File: config.mk
export PLATFORM = sky130hd
export DESIGN_NAME = phy_ctrl_irq_status_regs
export DESIGN_NICKNAME = d
export VERILOG_FILES = /design/src/logic/lb_nibble_fifo.v /design/src/logic/phy_ctrl_irq_status_regs.v
export VERILOG_INCLUDE_DIRS = /design/src /design/src/logic
export SDC_FILE = /design/constraint.sdc
export NUM_CORES = 1
export LEC_CHECK = 0
export BUFFER_PORTS_ARGS = -buffer_cell sky130_fd_sc_hd__clkbuf_2
export CAP_MARGIN = 25
export CORE_MARGIN = 2
export CORE_UTILIZATION = 35
export DETAILED_ROUTE_END_ITERATION = 6
export GPL_ROUTABILITY_DRIVEN = 0
export GPL_TIMING_DRIVEN = 0
export HOLD_SLACK_MARGIN = 0.08
export PLACE_DENSITY = 0.54
export SYNTH_ARGS = -nofsm -noshare
export SYNTH_HDL_FRONTEND = slang
export SYNTH_SLANG_ARGS = --single-unit
File: constraint.sdc
create_clock -name ref_clk_i -period 4.4 [get_ports ref_clk_i]
set_clock_uncertainty 0.15 [all_clocks]
set_input_delay 0.66 -clock ref_clk_i [delete_from_list [all_inputs] [get_ports ref_clk_i]]
set_output_delay 0.66 -clock ref_clk_i [all_outputs]
set_load 0.05 [all_outputs]
File: src/logic/phy_ctrl_defines.vh
`ifndef PHY_CTRL_DEFINES_VH
`define PHY_CTRL_DEFINES_VH

// Register indices; the byte address on the bus is four times the index.
`define IDX_SUMMARY 6'h10
`define IDX_SPECIAL 6'h11
`define IDX_STATUS1 6'h12

// Reset values.
`define RST_SPECIAL 16'h0108
`define RST_STATUS1 16'h0000

// Special control register fields.
`define B_CLK_OFF 15
`define B_PS_EN 14
`define F_PS_HI 13
`define F_PS_LO 12
`define B_SCR_BYP 11
`define F_LBD_HI 9
`define F_LBD_LO 8
`define B_COL_FD 4
`define B_IRQ_POL 3
`define B_IRQ_TEST 2
`define B_IRQ_EN 1
`define B_IRQ_OE 0
`define SPECIAL_WMASK 16'hfb1f

// Interrupt status register fields.
`define NUM_EVT 3
`define ST_FLAG_LO 13
`define ST_EN_LO 5
`define ST_EN_MASK 16'h00e0

// Summary register fields.
`define SUM_PEND 7
`define SUM_DUPLEX 2
`define SUM_LINK 0

// Power save mode encodings.
`define PS_NORMAL 2'h0
`define PS_RSVD 2'h1
`define PS_SLEEP 2'h2

// Loopback depth field encodings and depths in nibbles.
`define LBD_SEL4 2'h0
`define LBD_SEL5 2'h1
`define LBD_SEL6 2'h2
`define LBD_N4 4'h4
`define LBD_N5 4'h5
`define LBD_N6 4'h6
`define LBD_N8 4'h8

// Loopback buffer geometry.
`define LB_AW 3
`define LB_DW 4
`define LB_WORDS 8

// Link pulse period in active sleep.
`define NLP_PERIOD_MS 1400
`define CLK_FREQ_KHZ 125000

`endif

File: src/logic/lb_nibble_fifo.v
`default_nettype none

module lb_nibble_fifo (
  // Clock and reset.
  input wire ref_clk_i,
  input wire nrst_i,
  // Write side.
  input wire wr_en_i,
  input wire [3:0] wr_data_i,
  // Read side.
  input wire rd_en_i,
  output reg [3:0] rd_data_o,
  // Fill state.
  output reg [3:0] count_o,
  output wire full_o,
  output wire empty_o
);
  `include "phy_ctrl_defines.vh"

  reg [3:0] mem [0:7];
  reg [2:0] wptr;
  reg [2:0] rptr;
  wire do_wr;
  wire do_rd;

  // Writes into a full buffer and reads from an empty one are dropped.
  assign full_o = (count_o == `LBD_N8);
  assign empty_o = (count_o == 4'h0);
  assign do_wr = wr_en_i & ~full_o;
  assign do_rd = rd_en_i & ~empty_o;

  // Storage array; no reset is needed on the data words.
  always @(posedge ref_clk_i) begin
    if (do_wr) begin
      mem[wptr] <= wr_data_i;
    end
  end

  // Pointers, fill count and registered read data.
  always @(posedge ref_clk_i) begin
    if (!nrst_i) begin
      wptr <= 3'h0;
      rptr <= 3'h0;
      count_o <= 4'h0;
      rd_data_o <= 4'h0;
    end else begin
      if (do_wr) begin
        wptr <= wptr + 3'h1;
      end
      if (do_rd) begin
        rptr <= rptr + 3'h1;
        rd_data_o <= mem[rptr];
      end
      if (do_wr && !do_rd) begin
        count_o <= count_o + 4'h1;
      end else if (do_rd && !do_wr) begin
        count_o <= count_o - 4'h1;
      end
    end
  end
endmodule // lb_nibble_fifo

`default_nettype wire

File: src/logic/phy_ctrl_irq_status_regs.v
// Function
// Bit 15 stops internal clocks; accepted only while in standard power-down.
// Bit 14 enables power save; clear keeps normal operation.
// Field 13-12: 0 normal, 2 active sleep, 1 reserved.
// Active sleep powers down all but management and energy detect; pulse each 1.4 s.
// Active sleep leaves automatically when a link partner is detected.
// Bit 11 bypasses the 100 Mb/s scrambler.
// Far-end loopback uses an elastic nibble buffer between the two clocks.
// Field 9-8 gives 4, 5, 6 or 8 nibbles; reset value 1.
// Software picks the depth from packet length and clock tolerance.
// Bit 4 also allows collision signalling in full duplex.
// Bit 3 sets interrupt polarity; reset 1 means idle high.
// Bit 2 forces an interrupt for as long as it is set.
// Bit 1 gates event interrupts through their individual enables.
// Bit 0 turns the shared pin from power-down input into interrupt output.
// Status bit 15 latches link quality change while linked; cleared on read.
// Status bit 14 latches energy detect change; cleared on read.
// Status bit 13 latches link status change; cleared on read.
// Status bits 7, 6, 5 are read-write enables for those events.
// Summary bit 7 flags a pending interrupt; status read clears it.
// Pin asserts when output enabled and test or enabled pending event.
`default_nettype none

// The parameter default below needs the named constants before the header.
`include "phy_ctrl_defines.vh"

module phy_ctrl_irq_status_regs #(
  parameter NLP_CYCLES = `NLP_PERIOD_MS * `CLK_FREQ_KHZ
) (
  // Clock and reset.
  input wire ref_clk_i,
  input wire nrst_i,
  // Wishbone slave.
  input wire wb_cyc_i,
  input wire wb_stb_i,
  input wire wb_we_i,
  input wire [7:0] wb_adr_i,
  input wire [3:0] wb_sel_i,
  input wire [31:0] wb_dat_i,
  output reg [31:0] wb_dat_o,
  output reg wb_ack_o,
  // Line and link status from the PHY core.
  input wire link_up_i,
  input wire link_quality_i,
  input wire energy_detect_i,
  input wire full_duplex_i,
  input wire ieee_powerdown_i,
  input wire col_raw_i,
  // Power, clock and datapath controls.
  output reg clk_shutdown_o,
  output reg active_sleep_o,
  output reg nlp_pulse_o,
  output reg scrambler_bypass_o,
  output reg col_o,
  // Far-end loopback nibble stream.
  input wire lb_in_valid_i,
  input wire [3:0] lb_in_data_i,
  input wire lb_tx_req_i,
  output reg lb_out_valid_o,
  output wire [3:0] lb_out_data_o,
  output reg lb_overflow_o,
  output reg lb_underflow_o,
  // Shared interrupt or power-down pin.
  input wire irq_or_powerdown_pin_i,
  output reg irq_or_powerdown_pin_o,
  output reg irq_or_powerdown_pin_oe_o,
  output reg powerdown_req_o
);
  localparam ST_NORMAL = 2'h0;
  localparam ST_SLEEP = 2'h1;
  localparam ST_AWAKE = 2'h2;
  localparam [31:0] NLP_FULL = NLP_CYCLES - 1;
  localparam [27:0] NLP_LAST = NLP_FULL[27:0];
  localparam [15:0] STATUS_RST = `RST_STATUS1;

  // True when the word index of the bus address equals idx.
  function hit;
    input [7:0] adr;
    input [5:0] idx;
    begin
      hit = (adr[7:2] == idx);
    end
  endfunction

  // Loopback depth field to fill threshold in nibbles.
  function [3:0] lb_depth;
    input [1:0] sel;
    begin
      case (sel)
        `LBD_SEL4: lb_depth = `LBD_N4;
        `LBD_SEL5: lb_depth = `LBD_N5;
        `LBD_SEL6: lb_depth = `LBD_N6;
        default: lb_depth = `LBD_N8;
      endcase
    end
  endfunction

  reg [15:0] special;
  reg [`NUM_EVT-1:0] evt_flag;
  reg [`NUM_EVT-1:0] evt_en;
  reg sum_pend;
  reg link_d;
  reg quality_d;
  reg energy_d;
  reg [1:0] ps_state;
  reg [1:0] next_ps_state;
  reg [27:0] nlp_cnt;
  reg lb_run;
  reg [15:0] next_special;
  reg [31:0] next_dat;

  wire bus_req;
  wire bus_commit;
  wire wr_commit;
  wire status_read;
  wire [`NUM_EVT-1:0] evt_pulse;
  wire [`NUM_EVT-1:0] evt_new;
  wire [15:0] status_word;
  wire [15:0] wmask;
  wire [15:0] merged;
  wire sleep_sel;
  wire event_pend;
  wire irq_active;
  wire lb_rd;
  wire [3:0] lb_count;
  wire lb_full;
  wire lb_empty;

  // Ack is raised one cycle after the request; the transfer commits at the edge that ends the ack cycle.
  assign bus_req = wb_cyc_i & wb_stb_i;
  assign bus_commit = bus_req & wb_ack_o;
  assign wr_commit = bus_commit & wb_we_i;
  assign status_read = bus_commit & ~wb_we_i & hit(wb_adr_i, `IDX_STATUS1);

  // Bus handshake.
  always @(posedge ref_clk_i) begin
    if (!nrst_i) begin
      wb_ack_o <= 1'b0;
    end else begin
      wb_ack_o <= bus_req & ~wb_ack_o;
    end
  end

  // Byte lanes 0 and 1 carry the 16-bit registers.
  assign wmask = {{8{wb_sel_i[1]}}, {8{wb_sel_i[0]}}};
  assign merged = (wb_dat_i[15:0] & wmask) | (special & ~wmask);

  // Next control value; reserved bits stay zero.
  always @* begin
    next_special = merged & `SPECIAL_WMASK;
    if (!ieee_powerdown_i) begin
      next_special[`B_CLK_OFF] = 1'b0;
    end
  end

  // Control register write.
  always @(posedge ref_clk_i) begin
    if (!nrst_i) begin
      special <= `RST_SPECIAL;
    end else if (wr_commit && hit(wb_adr_i, `IDX_SPECIAL)) begin
      special <= next_special;
    end
  end

  // Event enables live in the low byte of the status register.
  always @(posedge ref_clk_i) begin
    if (!nrst_i) begin
      evt_en <= STATUS_RST[`ST_EN_LO+`NUM_EVT-1:`ST_EN_LO];
    end else if (wr_commit && hit(wb_adr_i, `IDX_STATUS1) && wb_sel_i[0]) begin
      evt_en <= wb_dat_i[`ST_EN_LO+`NUM_EVT-1:`ST_EN_LO];
    end
  end

  // Previous line states for change detection.
  always @(posedge ref_clk_i) begin
    if (!nrst_i) begin
      link_d <= 1'b0;
      quality_d <= 1'b0;
      energy_d <= 1'b0;
    end else begin
      link_d <= link_up_i;
      quality_d <= link_quality_i;
      energy_d <= energy_detect_i;
    end
  end

  // Event order matches status bits 13, 14, 15.
  assign evt_pulse[0] = link_up_i ^ link_d;
  assign evt_pulse[1] = energy_detect_i ^ energy_d;
  assign evt_pulse[2] = (link_quality_i ^ quality_d) & link_up_i;

  // Sticky flags: a read clears them, a new event in the same cycle wins.
  genvar g;
  generate
    for (g = 0; g < `NUM_EVT; g = g + 1) begin : g_evt
      always @(posedge ref_clk_i) begin
        if (!nrst_i) begin
          evt_flag[g] <= 1'b0;
        end else if (evt_pulse[g]) begin
          evt_flag[g] <= 1'b1;
        end else if (status_read) begin
          evt_flag[g] <= 1'b0;
        end
      end
    end
  endgenerate

  // A newly latched, enabled event marks the summary flag.
  assign evt_new = evt_pulse & evt_en & {`NUM_EVT{special[`B_IRQ_EN]}};

  // Summary pending flag, cleared by a status read unless set again.
  always @(posedge ref_clk_i) begin
    if (!nrst_i) begin
      sum_pend <= 1'b0;
    end else if (|evt_new) begin
      sum_pend <= 1'b1;
    end else if (status_read) begin
      sum_pend <= 1'b0;
    end
  end

  // Status word as software sees it.
  assign status_word = {evt_flag[2], evt_flag[1], evt_flag[0], 5'h00,
                        evt_en[2], evt_en[1], evt_en[0], 5'h00};

  // Read data mux; unmapped addresses read as zero and still ack.
  always @* begin
    next_dat = 32'h00000000;
    if (hit(wb_adr_i, `IDX_SPECIAL)) begin
      next_dat[15:0] = special;
    end else if (hit(wb_adr_i, `IDX_STATUS1)) begin
      next_dat[15:0] = status_word;
    end else if (hit(wb_adr_i, `IDX_SUMMARY)) begin
      next_dat[`SUM_PEND] = sum_pend;
      next_dat[`SUM_DUPLEX] = full_duplex_i;
      next_dat[`SUM_LINK] = link_up_i;
    end
  end

  // Read data is captured as ack rises and held during the ack cycle.
  always @(posedge ref_clk_i) begin
    if (!nrst_i) begin
      wb_dat_o <= 32'h00000000;
    end else if (bus_req && !wb_ack_o) begin
      wb_dat_o <= next_dat;
    end
  end

  // Only enable plus the sleep code selects sleep; the reserved code acts as normal.
  assign sleep_sel = special[`B_PS_EN] &
                     (special[`F_PS_HI:`F_PS_LO] == `PS_SLEEP);

  // Power save state: sleep until energy appears, then stay up.
  always @* begin
    case (ps_state)
      ST_NORMAL: begin
        next_ps_state = sleep_sel ? ST_SLEEP : ST_NORMAL;
      end
      ST_SLEEP: begin
        if (!sleep_sel) begin
          next_ps_state = ST_NORMAL;
        end else if (energy_detect_i) begin
          next_ps_state = ST_AWAKE;
        end else begin
          next_ps_state = ST_SLEEP;
        end
      end
      ST_AWAKE: begin
        next_ps_state = sleep_sel ? ST_AWAKE : ST_NORMAL;
      end
      default: begin
        next_ps_state = ST_NORMAL;
      end
    endcase
  end

  // State register and the link pulse timer used while asleep.
  always @(posedge ref_clk_i) begin
    if (!nrst_i) begin
      ps_state <= ST_NORMAL;
      nlp_cnt <= 28'h0000000;
      nlp_pulse_o <= 1'b0;
      active_sleep_o <= 1'b0;
    end else begin
      ps_state <= next_ps_state;
      active_sleep_o <= (next_ps_state == ST_SLEEP);
      nlp_pulse_o <= 1'b0;
      if (ps_state != ST_SLEEP) begin
        nlp_cnt <= 28'h0000000;
      end else if (nlp_cnt == NLP_LAST) begin
        nlp_cnt <= 28'h0000000;
        nlp_pulse_o <= 1'b1;
      end else begin
        nlp_cnt <= nlp_cnt + 28'h0000001;
      end
    end
  end

  // Datapath controls and collision gating.
  always @(posedge ref_clk_i) begin
    if (!nrst_i) begin
      clk_shutdown_o <= 1'b0;
      scrambler_bypass_o <= 1'b0;
      col_o <= 1'b0;
    end else begin
      clk_shutdown_o <= special[`B_CLK_OFF] & ieee_powerdown_i;
      scrambler_bypass_o <= special[`B_SCR_BYP];
      col_o <= col_raw_i & (~full_duplex_i | special[`B_COL_FD]);
    end
  end

  // Elastic loopback buffer absorbing the receive and transmit rate gap.
  lb_nibble_fifo u_lb_fifo (
    .ref_clk_i(ref_clk_i),
    .nrst_i(nrst_i),
    .wr_en_i(lb_in_valid_i),
    .wr_data_i(lb_in_data_i),
    .rd_en_i(lb_rd),
    .rd_data_o(lb_out_data_o),
    .count_o(lb_count),
    .full_o(lb_full),
    .empty_o(lb_empty)
  );

  assign lb_rd = lb_run & lb_tx_req_i & ~lb_empty;

  // Draining starts once the chosen depth has filled and stops when empty.
  always @(posedge ref_clk_i) begin
    if (!nrst_i) begin
      lb_run <= 1'b0;
      lb_out_valid_o <= 1'b0;
      lb_overflow_o <= 1'b0;
      lb_underflow_o <= 1'b0;
    end else begin
      if (!lb_run && lb_count >= lb_depth(special[`F_LBD_HI:`F_LBD_LO])) begin
        lb_run <= 1'b1;
      end else if (lb_run && lb_empty) begin
        lb_run <= 1'b0;
      end
      lb_out_valid_o <= lb_rd;
      lb_overflow_o <= lb_in_valid_i & lb_full;
      lb_underflow_o <= lb_run & lb_tx_req_i & lb_empty;
    end
  end

  // Interrupt request from test bit or enabled pending events.
  assign event_pend = |(evt_flag & evt_en);
  assign irq_active = special[`B_IRQ_TEST] |
                      (special[`B_IRQ_EN] & event_pend);

  // Shared pin: interrupt output or power-down input, pin low requests power-down.
  always @(posedge ref_clk_i) begin
    if (!nrst_i) begin
      irq_or_powerdown_pin_o <= 1'b1;
      irq_or_powerdown_pin_oe_o <= 1'b0;
      powerdown_req_o <= 1'b0;
    end else begin
      irq_or_powerdown_pin_oe_o <= special[`B_IRQ_OE];
      irq_or_powerdown_pin_o <= irq_active ^ special[`B_IRQ_POL];
      powerdown_req_o <= ~special[`B_IRQ_OE] & ~irq_or_powerdown_pin_i;
    end
  end
endmodule // phy_ctrl_irq_status_regs

`default_nettype wire

* Yosys cells after proc, flatten, opt, wreduce, memory -nomap -nowiden *
Memories as Yosys holds them, arrays and structs flattened. A register that Yosys moved wholly into a read port is not among the register bits.
Index checks and enable logic that the tools add are counted.

storage, ports and cells
  register bits = 91
  memory bits (writable) = 32
  input port bits = 62
  output and inout port bits = 48
  logic and storage cells = 141
  memories kept = 1

cells by class
  add/sub/neg operators = 5
  $lt $le $gt $ge = 1
  eq/ne operators = 12
  mux-type cells = 29
  bitwise operators = 39
  reduce and logical (&&, ||, !) cells = 26

memory list
  memory         depth  bits a word  read ports  clocked after Yosys merged registers in  wr ports  RTL line             source
  u_lb_fifo.mem  8      4            1           1                                        1         lb_nibble_fifo.v:20  reg [3:0] mem [0:7];

operators by type and width
  kind                                                             count
  16-bit bitwise AND                                               2
  28-bit by 1-bit adder with 28-bit output, second input constant  1
  28-bit == test, second input constant                            1
  1-bit bitwise AND                                                18
  6-bit by 5-bit == test with 1-bit output, second input constant  3
  1-bit 2-to-1 mux                                                 18
  16-bit 2-to-1 mux                                                1
  4-bit 2-to-1 mux                                                 4
  16-bit inverter                                                  1
  16-bit bitwise OR                                                1
  4-bit case mux with 3 select lines                               1
  2-bit nonzero test                                               6
  3-bit bitwise AND                                                3
  3-bit OR reduction                                               3
  1-bit logical AND                                                8
  8-bit 2-to-1 mux                                                 1
  1-bit inverter                                                   8
  3-bit by 1-bit adder with 3-bit output, second input constant    2
  2-bit by 1-bit == test with 1-bit output, second input constant  3
  2-bit == test, second input constant                             3
  2-bit 2-to-1 mux                                                 3
  2-bit case mux with 3 select lines                               1
  1-bit logical NOT                                                5
  4-bit by 1-bit adder with 4-bit output, second input constant    1
  other kinds (9)                                                  14

* Depth between registers and ports, before layout *
  depth after elaboration = 7
  mapped depth = 12
  depth with buffers taken out = 12

* Hierarchy *
A second synthesis with hierarchy kept.

unflattened totals
  cell total of the unflattened synthesis = 541
  area, all modules = 5561.6 µm²

modules (own cells, without submodules)
  module                    times used  cells each  area each (µm²)  seq. area each (µm²)
  phy_ctrl_irq_status_regs  1           411         3629.7           1601.5
  lb_nibble_fifo            1           130         1931.9           1241.2

* Worst setup path after synthesis *
Ideal clock, no wire load.

  path type = reg-to-reg
  start point = register u_lb_fifo.count_o[0]
  end point = register u_lb_fifo.count_o[3]
  setup time = 0.076 ns
  arrival = 2.301 ns
  data required time = 4.174 ns
  setup slack = 1.874 ns
  stages on the path, launching flop included = 12
  path buffers = 0
  clock period less this slack = 2.526 ns
  cells stage by stage = dfxtp_1 nor4_1 nor2_1 inv_1 ha_1 inv_1 ha_1 a21o_1 a21oi_1 xnor2_1 or3_1 a21boi_0

on the way
  longest elaborated chain between the ends = 7
  elaborated cells between the ends (all ways) = 16
  classes of those cells = add/sub: 2; eq/ne: 1; mux: 2; bitwise: 5; reduce/logical: 6

ends and longest elaborated chain
  element                                                                                              RTL line             source
  start: declaration                                                                                   lb_nibble_fifo.v:14  output reg [3:0] count_o,
  start signal: assignment                                                                             lb_nibble_fifo.v:55  count_o <= count_o + 4'h1;
  start signal: assignment                                                                             lb_nibble_fifo.v:57  count_o <= count_o - 4'h1;
  parallel branches: the longest is 7 deep, another holds 4-bit by 1-bit subtractor with 4-bit output  n/a

Several ways; the timed one is not identified. The select of a mux whose other input is x is not followed.
A chain may end at the register's enable or synchronous reset.

* Worst setup path after layout *
Ends and elaborated chain as after synthesis.

==> run metrics <==
Initial DRT Pass Iterations=4; Routed Antenna Nets=0; WL per Instance=13.9 µm; global-route wire length before repair=17.9 mm; IO Pins=110; Die X=128 µm; VDD IR max=0.287 mV; Finished Core Util=43.7%; Slew HR=37.6%; Post-synth EDFFs=32; Congestion Overflow GR=0; Area growth syn-to-layout=22.1%; Fillers=1436; hpwl dp=8.40 mm; synth warn=0; pin count of the biggest net entering global routing=17; vias in the first global route=3599; Post-Layout Cell Count=817; unrepaired setup endpoints after global routing=no; CTS tree=built; Avg Cell Area, Syn=10.6 µm²; DRT Wirelength=11.3 mm; power density cells=453 nW/µm²; Data required, critical path=4.58 ns; total track usage=14.1%; Final nets=689; slowest stage delay, CP=0.46 ns; FMAX=352 MHz; WP data arrival=3.03 ns; Worst-Skew Late Latency=0.41 ns; initial antenna violation count=0; layout cells sized above 1=22.6%; top_reg_cell synth=dfxtp_1; max-slew violations=0; # setup viols final=0; hold_buf cts=0; register area=2840 µm²; status=finished clean; Final Hold Violating Endpoints=0; critical path fanouts, max=6; Cells after DPL=785; Vias/cell=4.73; # DRC=0; ant diodes=0; # H-tree levels=4; Root Buffer=clkbuf_16; CTS Buf Count=17; Hold WC Path Type=input port to flip-flop; total vias in the final route=3862; Site Rows=45; crit start category=flip-flop; synthesized area=5410 µm²; chip height=128 µm; PostCTS Resize Cnt=0; Seq cells post-synth=126; Worst setup EP type=flip-flop; Synth async-reset ratio=0%; critical path's slowest cell=nor4_1; crit path cell chain=nor4_1, nor2_1, inv_1, ha_1, inv_1, ha_1, a21o_1, a21oi_1, xnor2_1, or3_1, a21boi_0; Port Buffers=70; fin crit share=64.6%; Post-CTS Setup Repair Bufs=0; Pwr Total=3.00 mW; sum of negative setup slack=0 ns; Post-Syn Instances=511; clk slew on worst S/H paths=0.05 ns; Iteration-0 DRC Markers=160; area of the multi-input gates=2360 µm²; Worst Setup Path Type=flip-flop to flip-flop; full die area=16500 µm²; Core Region=15100 µm²; CTS sink count=126; Netlist cell types=54; Max Buffers Root-to-Sink=2; crit path time final=2.84 ns; register area share after synthesis=52.5%; max-cap violation count=0; Worst-Margin Slew=0.922 ns; Pleak=2.60 nW; initial core utilization=35.7%
cell usage in the layout (no fill, tap or decap), types with 3 or more instances in the layout:
cell	instances
clkinv_2	4
nand2_1	52
nand3_1	29
and2_1	13
nor3_1	5
a22oi_1	4
mux2i_1	14
a21oi_1	13
o21ai_0	16
dfxtp_1	94
a221oi_1	3
xor2_1	25
nor3_4	3
nor3b_1	3
clkbuf_16	19
nor2_1	42
and4_1	5
nor4_1	3
xnor2_1	11
conb_1	17
and3_1	7
a21boi_0	14
buf_4	18
ha_1	10
nand4_1	9
clkbuf_1	22
edfxtp_1	32
inv_1	11
nor2b_1	17
mux4_2	8
clkbuf_2	70
cells in the mapped netlist, types with 14 or more instances:
cell      count  share of area (%)
clkbuf_1     16                1.1
xor2_1       25                4.0
dfxtp_1      94                 35
a21boi_0     14                1.9
buf_4        18                2.5
nor2b_1      17                2.0
edfxtp_1     32                 18
nor2_1       42                2.9
nand3_1      29                2.7
nand2_1      52                3.6
mux2i_1      14                2.6
o21ai_0      16                1.5
cells by family after synthesis:
kind of cell,count (synthesis),share of synthesized area [%]
mux,24,6.33
buf+inv,50,5.04
fa+ha+maj,11,2.68
simple gates,206,20.8
other cells,1,0.0693
xor+xnor,36,5.82
flops,126,52.5
compound gates,57,6.73
power by group:
part	total [mW]	switching (mW)	internal, mW
Combinational	0.413	0.245	0.168
Sequential	1.30	0.0488	1.25
Clock	1.29	0.473	0.813
path summary, 6_finish.rpt:
| kind | from | to | slack (ns) | depth (start not counted) |
|---|---|---|---|---|
| max | u_lb_fifo.count_o[0]$_SDFFE_PN0P_ | u_lb_fifo.count_o[3]$_SDFFE_PN0P_ | 1.56 | 11 |
| min | irq_or_powerdown_pin_i | powerdown_req_o$_SDFF_PN0_ | 0.25 | 2 |
| max reg2reg | u_lb_fifo.count_o[0]$_SDFFE_PN0P_ | u_lb_fifo.count_o[3]$_SDFFE_PN0P_ | 1.56 | 11 |
| min reg2reg | nlp_cnt[0]$_SDFF_PP0_ | nlp_cnt[0]$_SDFF_PP0_ | 0.30 | 1 |
layout make-up:
| cell class | count | area share, % |
|---|---|---|
| Multi-Input combinational cell | 351 | 35.7 |
| Tap cell | 188 | 3.56 |
| Inverter | 11 | 0.624 |
| Sequential cell | 126 | 43.0 |
| Buffer | 39 | 3.50 |
| Clock inverter | 5 | 0.416 |
| Timing Repair Buffer | 70 | 5.30 |
| Clock buffer | 27 | 7.95 |
layer usage:
layer	GRT usage, %	share of wire [%]	vias to the layer above	wire length (µm)
met1	17.9	47	1776	5330
met2	22.7	46	104	5240
met4	5.95	1.8	0	200
met5	0	0	-	0
li1	-	-	1964	-
met3	4.03	5.0	18	565
worst max-delay path, delay by kind of cell, from the launching register on:
kind                     cells  cell delay, ns
flip-flops                   1            0.39
AND/OR/NAND/NOR              3            0.92
XOR/XNOR                     1            0.09
adder cells (fa/ha/maj)      2            0.48
AO/OA/AOI/OAI                3            0.49
buffers and inverters        2            0.24
state kept, by name, indices dropped and copies added, names as in the netlist, 2 cells and up, named ones only:
register	count
wb_dat_o	15
u_lb_fifo.rd_data_o	4
u_lb_fifo.mem	32
u_lb_fifo.wptr	3
u_lb_fifo.rptr	3
u_lb_fifo.count_o	4
evt_en	3
evt_flag	3
nlp_cnt	28
ps_state	2
per-stage QoR:
| stage | setup slack [ns] | hold WS, ns | cell area [µm²] |
|---|---|---|---|
| detailed placement | 1.53 | 0.291 | 6060 |
| finish | 1.56 | 0.255 | 6610 |
| CTS | 1.56 | 0.240 | 6610 |
| global placement | 1.57 | 0.281 | 6060 |
| floorplan | 1.87 | 0.267 | 5470 |
| global route | 1.26 | 0.246 | 6610 |
(Power assumes the default switching activity.)
